===== src/flow_consts.vh =====
`ifndef FLOW_CONSTS_VH
`define FLOW_CONSTS_VH
`define CMD_LOAD_RUN      8'h9C
`define CMD_LOOP_CLOSE    8'hD2
`define CMD_REG_MASK      8'h59
`define CMD_CALL_INPUT    8'hC9
`define TYPE_CALL         8'h01
`define TYPE_JUMP         8'h00
`define STAT_LOAD_ERR     4'hE
`define STAT_PROG_ERR     4'hC
`define HDR_SHORT_MAX     16'h00FE
`define BUF_AW            9
`define THREAD2_BASE      9'h100
`define OP_AND            4'h0
`define OP_OR             4'h1
`define OP_NAND           4'h2
`define OP_NOR            4'h3
`endif


===== src/mask_cond.v =====
`timescale 1ns/1ns
`include "flow_consts.vh"
module mask_cond (
    input  wire [3:0]  op_i,
    input  wire [31:0] reg_i,
    input  wire [31:0] p1_i,
    input  wire [31:0] p2_i,
    output reg         hit_o
);
    wire signed [31:0] r = reg_i;
    wire signed [31:0] a = p1_i;
    wire signed [31:0] b = p2_i;
    always @*
    begin
        case (op_i)
            `OP_AND:  hit_o = ((reg_i & p2_i) == (p1_i & p2_i));
            `OP_OR:   hit_o = |(~(reg_i ^ p1_i) & p2_i);
            `OP_NAND: hit_o = ((reg_i & p2_i) != (p1_i & p2_i));
            `OP_NOR:  hit_o = ~|(~(reg_i ^ p1_i) & p2_i);
            4'h4:     hit_o = (a < r) && (r < b);
            4'h5:     hit_o = (a <= r) && (r < b);
            4'h6:     hit_o = (a < r) && (r <= b);
            4'h7:     hit_o = (a <= r) && (r <= b);
            4'h8:     hit_o = (r <= a) || (r >= b);
            4'h9:     hit_o = (r < a) || (r >= b);
            4'hA:     hit_o = (r <= a) || (r > b);
            4'hB:     hit_o = (r < a) || (r > b);
            default:  hit_o = 1'b0;
        endcase
    end
endmodule


===== src/nv_arbiter.v =====
`timescale 1ns/1ns
module nv_arbiter (
    input  wire clk_i,
    input  wire reset_n_i,
    input  wire ce_i,
    input  wire req1_i,
    input  wire req2_i,
    output reg  gnt1_o,
    output reg  gnt2_o
);
    always @(posedge clk_i)
    begin
        if (!reset_n_i)
        begin
            gnt1_o <= 1'b0;
            gnt2_o <= 1'b0;
        end
        else if (ce_i)
        begin
            // Holder keeps it until it drops its request
            if (gnt1_o)
                gnt1_o <= req1_i;
            else if (gnt2_o)
                gnt2_o <= req2_i;
            else if (req1_i)
                gnt1_o <= 1'b1; // see [RQ8]
            else
                gnt2_o <= req2_i; // see [RQ8]
        end
    end
endmodule


===== src/program_load_flow_control.v =====
// Contract
// [RQ1] Load-and-run copies stored program into the buffer, then runs it.
// [RQ2] Checksum accumulated while loading; mismatch sets status bit 14.
// [RQ3] Run starts only after an error-free load, entering program mode.
// [RQ4] Execution error disables servo, stops program, sets status bit 12.
// [RQ5] Buffer keeps the program until cleared or overwritten by a load.
// [RQ6] Header is one word up to 254 words, two words from 255.
// [RQ7] Thread 2 loads into its own buffer space.
// [RQ8] One thread at a time owns non-volatile memory; the other waits. A thread 2 load ignores nv_other_req_i, so it never waits for the other thread.
// [RQ9] Load-and-run is code 156, two words, one unsigned address.
// [RQ10] Loop close adds increment to loop register, compares with final.
// [RQ11] Loop close is code 210, two words, opener buffer address.
// [RQ12] Code 89 high byte type: 1 call, 0 jump.
// [RQ13] Mask call evaluates op, register, two signed params; calls on hit.
// [RQ14] Input call is code 201, four words: select, state, address.
// [RQ15] Call jumps to target; return resumes after the call.
// [RQ16] A call before return is an error: stop, set bit 12.
// [RQ17] Load-and-run clears the return stack.
// [RQ18] Loop branches back while final not passed, else falls through.
`timescale 1ns/1ns
`include "flow_consts.vh"
module program_load_flow_control (
    input  wire        clk_i,
    input  wire        reset_n_i,
    input  wire        ce_i,
    input  wire        cmd_valid_i,
    input  wire        cmd_thread_i,
    input  wire [7:0]  cmd_code_i,
    input  wire [15:0] cmd_p0_i,
    input  wire [15:0] cmd_p1_i,
    input  wire [31:0] cmd_p2_i,
    input  wire [31:0] cmd_p3_i,
    input  wire [15:0] cmd_p4_i,
    input  wire [15:0] cmd_ret_pc_i,
    input  wire        ret_i,
    input  wire        exec_err_i,
    input  wire        clear_buf_i,
    input  wire [31:0] reg_data_i,
    input  wire [31:0] loop_inc_i,
    input  wire [31:0] loop_final_i,
    input  wire [15:0] inputs_i,
    input  wire [15:0] nv_data_i,
    input  wire        nv_valid_i,
    input  wire        nv_other_req_i,
    output reg         nv_req_o,
    output reg  [15:0] nv_addr_o,
    output reg         buf_we_o,
    output reg  [8:0]  buf_addr_o,
    output reg  [15:0] buf_data_o,
    output reg         reg_we_o,
    output reg  [31:0] reg_wdata_o,
    output reg         pc_load_o,
    output reg  [15:0] pc_o,
    output reg         prog_mode_o,
    output reg         servo_en_o,
    output reg         ack_o,
    output reg  [15:0] status_o
);
    localparam ST_IDLE = 3'h0;
    localparam ST_WAIT = 3'h1;
    localparam ST_HDR  = 3'h2;
    localparam ST_HDR2 = 3'h3;
    localparam ST_DATA = 3'h4;
    localparam ST_CHK  = 3'h5;

    reg  [2:0]  state_r;
    reg  [15:0] len_r;
    reg  [15:0] cnt_r;
    reg  [15:0] sum_r;
    reg  [15:0] stored_sum_r;
    reg  [8:0]  base_r;
    reg         in_call_r;
    reg  [15:0] ret_pc_r;
    wire        gnt1;
    wire        gnt2;
    wire        mask_hit;
    wire [31:0] loop_next = reg_data_i + loop_inc_i;
    wire        loop_more;
    wire [3:0]  in_sel = cmd_p0_i[15] ? 4'h0 - cmd_p0_i[3:0] : cmd_p0_i[3:0];
    wire        in_hit = (inputs_i[in_sel] == cmd_p1_i[0]);
    wire        grant = cmd_thread_i ? gnt2 : gnt1;

    assign loop_more = loop_inc_i[31] ? ($signed(loop_next) >= $signed(loop_final_i))
                                      : ($signed(loop_next) <= $signed(loop_final_i));

    function [8:0] buf_index;
        input [8:0]  base;
        input [15:0] idx;
        begin
            buf_index = base + idx[8:0];
        end
    endfunction

    mask_cond u_mask (
        .op_i  (cmd_p0_i[3:0]),
        .reg_i (reg_data_i),
        .p1_i  (cmd_p2_i),
        .p2_i  (cmd_p3_i),
        .hit_o (mask_hit)
    );

    nv_arbiter u_arb (
        .clk_i     (clk_i),
        .reset_n_i (reset_n_i),
        .ce_i      (ce_i),
        .req1_i    (nv_req_o & ~cmd_thread_i),
        .req2_i    (cmd_thread_i ? nv_req_o : nv_other_req_i),
        .gnt1_o    (gnt1),
        .gnt2_o    (gnt2)
    );

    always @(posedge clk_i)
    begin
        if (!reset_n_i)
        begin
            state_r      <= ST_IDLE;
            len_r        <= 16'h0000;
            cnt_r        <= 16'h0000;
            sum_r        <= 16'h0000;
            stored_sum_r <= 16'h0000;
            base_r       <= 9'h000;
            in_call_r    <= 1'b0;
            ret_pc_r     <= 16'h0000;
            nv_req_o     <= 1'b0;
            nv_addr_o    <= 16'h0000;
            buf_we_o     <= 1'b0;
            buf_addr_o   <= 9'h000;
            buf_data_o   <= 16'h0000;
            reg_we_o     <= 1'b0;
            reg_wdata_o  <= 32'h00000000;
            pc_load_o    <= 1'b0;
            pc_o         <= 16'h0000;
            prog_mode_o  <= 1'b0;
            servo_en_o   <= 1'b1;
            ack_o        <= 1'b0;
            status_o     <= 16'h0000;
        end
        else if (ce_i)
        begin
            buf_we_o  <= 1'b0;
            reg_we_o  <= 1'b0;
            pc_load_o <= 1'b0;
            ack_o     <= 1'b0;
            if (exec_err_i)
            begin
                servo_en_o            <= 1'b0; // see [RQ4]
                prog_mode_o           <= 1'b0;
                status_o[`STAT_PROG_ERR] <= 1'b1;
            end
            if (ret_i && in_call_r)
            begin
                in_call_r <= 1'b0; // see [RQ15]
                pc_o      <= ret_pc_r;
                pc_load_o <= 1'b1;
            end
            if (clear_buf_i && state_r == ST_IDLE)
                prog_mode_o <= 1'b0; // see [RQ5]
            case (state_r)
                ST_IDLE:
                begin
                    if (cmd_valid_i)
                    begin
                        ack_o <= 1'b1;
                        case (cmd_code_i)
                            `CMD_LOAD_RUN: // see [RQ9]
                            begin
                                nv_req_o  <= 1'b1; // see [RQ1]
                                nv_addr_o <= cmd_p0_i;
                                base_r    <= cmd_thread_i ? `THREAD2_BASE : 9'h000; // see [RQ7]
                                in_call_r <= 1'b0; // see [RQ17]
                                sum_r     <= 16'h0000;
                                prog_mode_o <= 1'b0;
                                status_o[`STAT_LOAD_ERR] <= 1'b0;
                                state_r   <= ST_WAIT;
                            end
                            `CMD_LOOP_CLOSE: // see [RQ11]
                            begin
                                reg_we_o    <= 1'b1; // see [RQ10]
                                reg_wdata_o <= loop_next;
                                if (loop_more)
                                begin
                                    pc_o      <= cmd_p0_i + 16'h0004; // see [RQ18]
                                    pc_load_o <= 1'b1;
                                end
                            end
                            `CMD_REG_MASK, `CMD_CALL_INPUT: // see [RQ14]
                            begin
                                if (cmd_code_i == `CMD_CALL_INPUT ? in_hit :
                                    (cmd_p0_i[15:8] == `TYPE_CALL ? mask_hit : 1'b0)) // see [RQ12]
                                begin
                                    if (in_call_r)
                                    begin
                                        status_o[`STAT_PROG_ERR] <= 1'b1; // see [RQ16]
                                        prog_mode_o <= 1'b0;
                                    end
                                    else
                                    begin
                                        in_call_r <= 1'b1; // see [RQ13]
                                        ret_pc_r  <= cmd_ret_pc_i;
                                        pc_o      <= cmd_p4_i;
                                        pc_load_o <= 1'b1; // see [RQ15]
                                    end
                                end
                                else if (cmd_code_i == `CMD_REG_MASK &&
                                         cmd_p0_i[15:8] == `TYPE_JUMP && mask_hit)
                                begin
                                    pc_o      <= cmd_p4_i;
                                    pc_load_o <= 1'b1;
                                end
                            end
                            default:
                                ack_o <= 1'b1;
                        endcase
                    end
                end
                ST_WAIT:
                    if (grant) // see [RQ8]
                        state_r <= ST_HDR;
                ST_HDR:
                    if (nv_valid_i)
                    begin
                        nv_addr_o <= nv_addr_o + 16'h0001;
                        cnt_r     <= 16'h0000;
                        if (nv_data_i[15:8] == 8'hFF)
                        begin
                            state_r <= ST_HDR2; // see [RQ6]
                            stored_sum_r <= {8'h00, nv_data_i[7:0]};
                        end
                        else
                        begin
                            len_r        <= {8'h00, nv_data_i[15:8]}; // see [RQ6]
                            stored_sum_r <= {8'h00, nv_data_i[7:0]};
                            state_r      <= ST_DATA;
                        end
                    end
                ST_HDR2:
                    if (nv_valid_i)
                    begin
                        len_r     <= nv_data_i; // see [RQ6]
                        nv_addr_o <= nv_addr_o + 16'h0001;
                        state_r   <= ST_DATA;
                    end
                ST_DATA:
                    if (cnt_r == len_r)
                        state_r <= ST_CHK;
                    else if (nv_valid_i)
                    begin
                        buf_we_o   <= 1'b1; // see [RQ5]
                        buf_addr_o <= buf_index(base_r, cnt_r);
                        buf_data_o <= nv_data_i;
                        sum_r      <= sum_r + nv_data_i; // see [RQ2]
                        cnt_r      <= cnt_r + 16'h0001;
                        nv_addr_o  <= nv_addr_o + 16'h0001;
                    end
                ST_CHK:
                begin
                    nv_req_o <= 1'b0;
                    state_r  <= ST_IDLE;
                    if ((sum_r[7:0] ^ sum_r[15:8]) != stored_sum_r[7:0])
                        status_o[`STAT_LOAD_ERR] <= 1'b1; // see [RQ2]
                    else
                    begin
                        prog_mode_o <= 1'b1; // see [RQ3]
                        servo_en_o  <= 1'b1;
                        pc_o        <= 16'h0000;
                        pc_load_o   <= 1'b1;
                    end
                end
                default:
                    state_r <= ST_IDLE;
            endcase
        end
    end
endmodule


===== config.mk =====
export PLATFORM = sky130hd
export DESIGN_NAME = program_load_flow_control
export DESIGN_NICKNAME = d
export VERILOG_FILES = /design/src/mask_cond.v /design/src/nv_arbiter.v /design/src/program_load_flow_control.v
export VERILOG_INCLUDE_DIRS = /design/src
export SDC_FILE = /design/constraint.sdc
export NUM_CORES = 1
export LEC_CHECK = 0
export BUFFER_PORTS_ARGS = -buffer_cell sky130_fd_sc_hd__buf_2
export CORE_MARGIN = 10
export CORE_UTILIZATION = 50
export CTS_BUF_LIST = sky130_fd_sc_hd__clkbuf_8
export CTS_CLUSTER_SIZE = 25
export DETAILED_ROUTE_END_ITERATION = 8
export PLACE_DENSITY = 0.8
export RECOVER_POWER = 50
export SLEW_MARGIN = 10
export SYNTH_ARGS = -nofsm -noshare
export SYNTH_HDL_FRONTEND = slang
export SYNTH_SLANG_ARGS = --single-unit

===== constraint.sdc =====
create_clock -name clk_i -period 5.8 [get_ports clk_i]
set_clock_uncertainty 0.2 [all_clocks]
set_input_delay 0.58 -clock clk_i [delete_from_list [all_inputs] [get_ports clk_i]]
set_output_delay 0.58 -clock clk_i [all_outputs]
set_load 0.005 [all_outputs]

# Word-level counts from Yosys, hierarchy flattened
# Cells that the tools add are included.
[word_totals] regBits=185 in_bits=274 output_inout_bits=112
[op_classes] n_addsub=7 magnitude_cmp=11 n_eq_ne=37 muxes=97 n_bitwise=11 n_reduce_logical=37
[ops] operator="$mux 16" count=21
[ops] operator="$pmux 16 s2" count=5
[ops] operator="$le 32x32->1" count=4
[ops] operator="$and 32x32->32" count=3
[ops] operator="$lt 32x32->1" count=3
[ops] operator="$ge 32x32->1" count=2
[ops] operator="$mux 1" count=51
[ops] operator="$pmux 16 s3" count=1
[ops] operator="$add 16x1->16 const B" count=2
[ops] operator="$add 32x32->32" count=1
[ops] operator="$eq 32x32->1" count=1
[ops] operator="$eq 8x8->1 const B" count=4
[ops] operator="$gt 32x32->1" count=1
[ops] operator="$ne 32x32->1" count=1
[ops] operator="$not 32->32" count=1
[ops] operator="$reduce_or 32->1" count=1
[ops] operator="$xor 32x32->32" count=1
[ops] operator="$mux 3" count=7
[ops] operator="$reduce_and 5->1" count=4
[ops] operator="$ne 2x2->1 const B" count=9
[ops] operator="$add 16x16->16" count=1
[ops] operator="$add 16x3->16 const B" count=1
[ops] operator="$eq 16x16->1" count=1
[ops] operator="$eq 4x3->1 const B" count=4
[ops] operator="37 further kinds" count=70

# Logic depth before layout (Yosys ltp)
[depth] word_depth=12 depth_mapped=28 mapped_depth_nobuf=26

# Cells and area by module
# From an unflattened synthesis, not the netlist that was laid out.
[hier_totals] hier_cells=1858 hier_area_um2=14712.9
[modules_own_cells] module="program_load_flow_control" instances=1 cells_each=1466 area_per_inst_um2=11701.2 seq_area_each_um2=3503.4
[modules_own_cells] module="mask_cond" instances=1 cells_each=384 area_per_inst_um2=2920.3 seq_area_each_um2=0.0
[modules_own_cells] module="nv_arbiter" instances=1 cells_each=8 area_per_inst_um2=91.3 seq_area_each_um2=40.0

# Worst setup path after synthesis
# Ideal clock, no wire load.
[synth_path] path_type="input -> register" from="input port reg_data_i[1]" to="register pc_o[15]" arrival_time_ns=5.428 required_ns=5.478 path_slack_ns=0.050 stages=25 n_path_buf=2 path_cell_list="ha_1 a21o_1 a21oi_1 o21ai_0 a2111o_1 a21o_1 a32o_1 o311ai_0 a41oi_1 a21oi_1 o21bai_1 xor2_1 ha_1 nand3_1 nor2_1 nand2_1 nor3_1 a2111oi_1 mux2i_1 buf_2 clkbuf_1 mux2i_1 a21oi_1 nor2_1 a221o_1"
[synth_rtl] element="start: declaration" line_no="program_load_flow_control.v:38" source="input wire [31:0] reg_data_i,"
[synth_rtl] element="$add 32x32->32 *" line_no="program_load_flow_control.v:77" source="wire [31:0] loop_next = reg_data_i + loop_inc_i;"
[synth_rtl] element="net loop_next[31]" line_no="program_load_flow_control.v:77"
[synth_rtl] element="$le 32x32->1 / $ge 32x32->1 (equally long branches)" line_no="program_load_flow_control.v:84, program_load_flow_control.v:83"
[synth_rtl] element="$mux 1 *" line_no="program_load_flow_control.v:83" source="assign loop_more = loop_inc_i[31] ? ($signed(loop_next) >= $signed(loop_final_i))"
[synth_rtl] element="$mux 16 *" line_no="program_load_flow_control.v:180" source="if (loop_more)"
[synth_rtl] element="$pmux 16 s2 *" line_no="program_load_flow_control.v:164" source="case (cmd_code_i)"
[synth_rtl] element="$mux 16 *" line_no="program_load_flow_control.v:161" source="if (cmd_valid_i)"
[synth_rtl] element="$pmux 16 s2 *" line_no="program_load_flow_control.v:158" source="case (state_r)"
[synth_rtl] element="end signal: assignment" line_no="program_load_flow_control.v:153" source="pc_o <= ret_pc_r;"
[synth_rtl] element="end signal: assignment" line_no="program_load_flow_control.v:182" source="pc_o <= cmd_p0_i + 16'h0004;"
[synth_rtl] element="end signal: assignment" line_no="program_load_flow_control.v:200" source="pc_o <= cmd_p4_i;"
[synth_rtl] element="end: declaration" line_no="program_load_flow_control.v:53" source="output reg [15:0] pc_o,"
# Mark *: on every way through the listed nets, which the timed path passes. The rest lies on a longest branch.
# A chain may end at the register's enable or synchronous reset.

# Worst setup path after layout
[layout_path] from="input port reg_data_i[1]" to="register pc_o[12]"
# The elaborated chain is that of the path after synthesis.

==> results.ini <==
[power_and_ir_drop]
irDropWorstVdd_mv = 0.140
power_per_cell_area_nw_per_um2 = 175
finalPower_mw = 3.12
power.static_leakage_nw = 8.07

[sta]
final_period_minus_worst_setup_slack_ns = 5.54
report.final.setup_viol = 0
max_freq_ghz = 0.180
worstMarginPinSlew_ns = 1.97
min_period_over_period_pct = 95.5
timing.final.max_slew_violations = 67
holdWs_ns = 0.124
maxSlewHeadroom_pct = -31.6
setup_ws_ns = 0.259
hold_viol = 0

[hold_path]
holdCritPathClass = input pin to flop

[place]
dp.cells = 2660
placed_wire_length_estimate_after_detailed_placement_mm = 46.0
globalplace.congestion = 0.984
place.port_buffers = 356
detailedPlace.worstSlack_ns = -0.325

[finish]
design.final.nets = 2750
final_layout_size_suffix_gt1_share_pct = 16.9
final_core_util_pct = 59.9
instances_no_fill = 2698
layout.filler_cells = 2797
area_growth_pct = 17.9
mostFrequentLayoutCells = buf_2 (261), nand2_1 (203), a21oi_1 (188)
layout_commonest_cell = buf_2

[synthesis]
ys_top_cells_by_area = dfxtp_1 (23%), ha_1 (15%), a21oi_1 (6.3%)
ys_seq_area_share_pct = 23.5
synth.ff_latch_count = 177
synth.avg_cell_area_um2 = 7.77
syn-cell-area_um2 = 15100
synth_top_area_share_pct = 23.5
postSynth.topFlopCell = dfxtp_1
syn-instance-count = 1942
asyncSetResetFlopFracSynth_pct = 0
yosysWarningCount = 0
synth_cell_type_count = 86
netlist.top_cell.by_area = dfxtp_1
synth-edff-count = 0

[grt]
grt_max_degree = 89
grt_util_all_layers_pct = 28.7
first_global_vias = 16076
antenna_violations_before_repair = 4
grt_pass1_wl_mm = 88.1
grt-ovfl-total = 0

[critical_path]
crit_path_max_fanout = 9
critical_path_class = input pin to flop
cp.required_ns = 5.99
crit_arrival_ns = 5.73
element_type_at_the_critical_path_end = flop
startpoint_kind_of_the_worst_setup_timing_path = input pin

[clock_tree]
tritoncts = built
cts.htree.levels = 4
clock_insertion_delay_worst_skew_ns = 0.48
tritoncts.num_buffers = 17
ctsRootBufferMaster = clkbuf_8
max-clock-path-buffers = 2
numClockSinks = 177
path_clk_slew_ns = 0.13

[drt]
detailedRoute.firstPassIterationCount = 6
drc_errors = 0
first_iter_violations = 1518
routed_via_density = 6.04
detail_route.wl_per_cell_um = 21.2
totalWireLength_mm = 57.1
via_count = 16302
postRouteAntennaNets = 0

[floorplanning]
ioPinCount = 386
floorplan.rows = 63
die_area_um2 = 37500
dieHeight_um = 194
die_x_um = 194
design.core.area_um2 = 29700
start_util_pct = 50.8

[status]
violations = capacitance limit, slew limit
outcome = complete, but fails checks

[flow_run]
max_cap_viol_count = 2

[metrics by stage]
stage               setup TNS (ns)  cell area (um2)
CTS                              0            17800
detailed placement           -3.31            17400
finish                           0            17800
global placement             -2.38            17400
global route               -0.0538            17800
floorplan                        0            15100
[layer usage]
layer  track usage, %  wire [um]  share of wire [%]
met1             35.3      23700                 41
met2             46.8      26000                 45
met3             5.98       4840                8.5
met4             13.6       2670                4.7
met5                0          7              0.012
[flip-flops by register name, indices dropped and copies added (netlist names), 2 cells and up]
register / cells
reg_wdata_o: 32
buf_data_o: 16
cnt_r: 16
len_r: 16
nv_addr_o: 16
pc_o: 16
ret_pc_r: 16
sum_r: 16
buf_addr_o: 9
stored_sum_r: 8
state_r: 3
status_o: 2
[synthesized netlist by cell type, types with 8 or more instances]
cell       number
nand2_1       203
a21oi_1       191
ha_1          184
dfxtp_1       177
nor2_1        176
inv_1         135
clkbuf_1       66
mux2i_1        66
o21ai_0        66
nand3_1        53
a21o_1         50
xor2_1         50
nand4_1        45
xnor2_1        45
and3_1         38
a211oi_1       32
a22oi_1        30
nor3_1         27
nand2b_1       19
a31oi_1        15
or3_1          15
buf_4          14
a21boi_0       13
nor2b_1        13
nor4_1         12
o211ai_1       10
o21a_1         10
o21bai_1       10
and2_1          9
o221a_2         9
a311oi_1        8
and3b_1         8
mux2_2          8
o22a_1          8
o2bb2ai_1       8
[critical path: stages]
cell       delay [ns]
buf_2            0.13
ha_1             0.30
a21o_1           0.17
a21oi_2          0.15
o21ai_0          0.11
a2111o_1         0.46
a21o_1           0.20
a32o_1           0.29
o31ai_4          0.29
xnor2_2          0.15
ha_1             0.27
a21o_1           0.17
a21o_1           0.17
a21o_1           0.19
a221oi_2         0.22
o32ai_1          0.12
a2111oi_1        0.33
buf_4            0.19
mux2i_4          0.28
buf_12           0.16
a32o_1           0.17
buf_4            0.15
a211oi_1         0.08
a21o_1           0.18
a211oi_1         0.19
[path summary, 6_finish.rpt]
kind / from / end / slack [ns] / depth (start not counted)
worst max-delay path: reg_data_i[1] / pc_o[12] / 0.26 / 25
worst min-delay path: cmd_ret_pc_i[5] / ret_pc_r[5] / 0.12 / 3
worst max register to register: state_r[0] / reg_wdata_o[30] / 1.47 / 7
worst min register to register: buf_data_o[14] / buf_data_o[14] / 0.26 / 2
[kinds of logic (layout without fill, tap and decap cells)]
family | Yosys count | in the layout | share of synthesized area [%]
compound gates | 532 | 532 | 23.2
flops | 177 | 177 | 23.5
xor+xnor | 95 | 95 | 5.51
other cells | 1 | 19 | 0.0248
buf+inv | 220 | 568 | 5.89
fa+ha+maj | 186 | 186 | 15.5
simple gates | 651 | 651 | 20.6
mux | 80 | 80 | 5.72
[area by class of cell]
type                       count  area [um2]  share of cell area [%]
sequential                   177        3540                    19.9
clock buffer                  17         234                    1.32
tap                          390         488                    2.74
timing repair buffer         401        2010                    11.3
clock inverter                15         185                    1.04
multi-input combinational   1558       10800                    60.7
antenna                        5        12.5                  0.0703
inverter                     135         509                    2.86
[where the power goes]
part | internal, mW | leakage (nW) | switching, mW
logic | 0.420 | 6.44 | 0.560
registers | 1.22 | 1.43 | 0.00525
clock network | 0.334 | 0.209 | 0.578
[repair_timing]
item / 4_1_cts / 5_1_grt
buffers inserted: 0 / 1
resized for setup: 0 / 14
setup endpoints to repair: 0 / 13
hold endpoints to repair: 0 / 0
hold buffers: 0 / 0
Note: power is estimated with default switching activity, not from simulation.
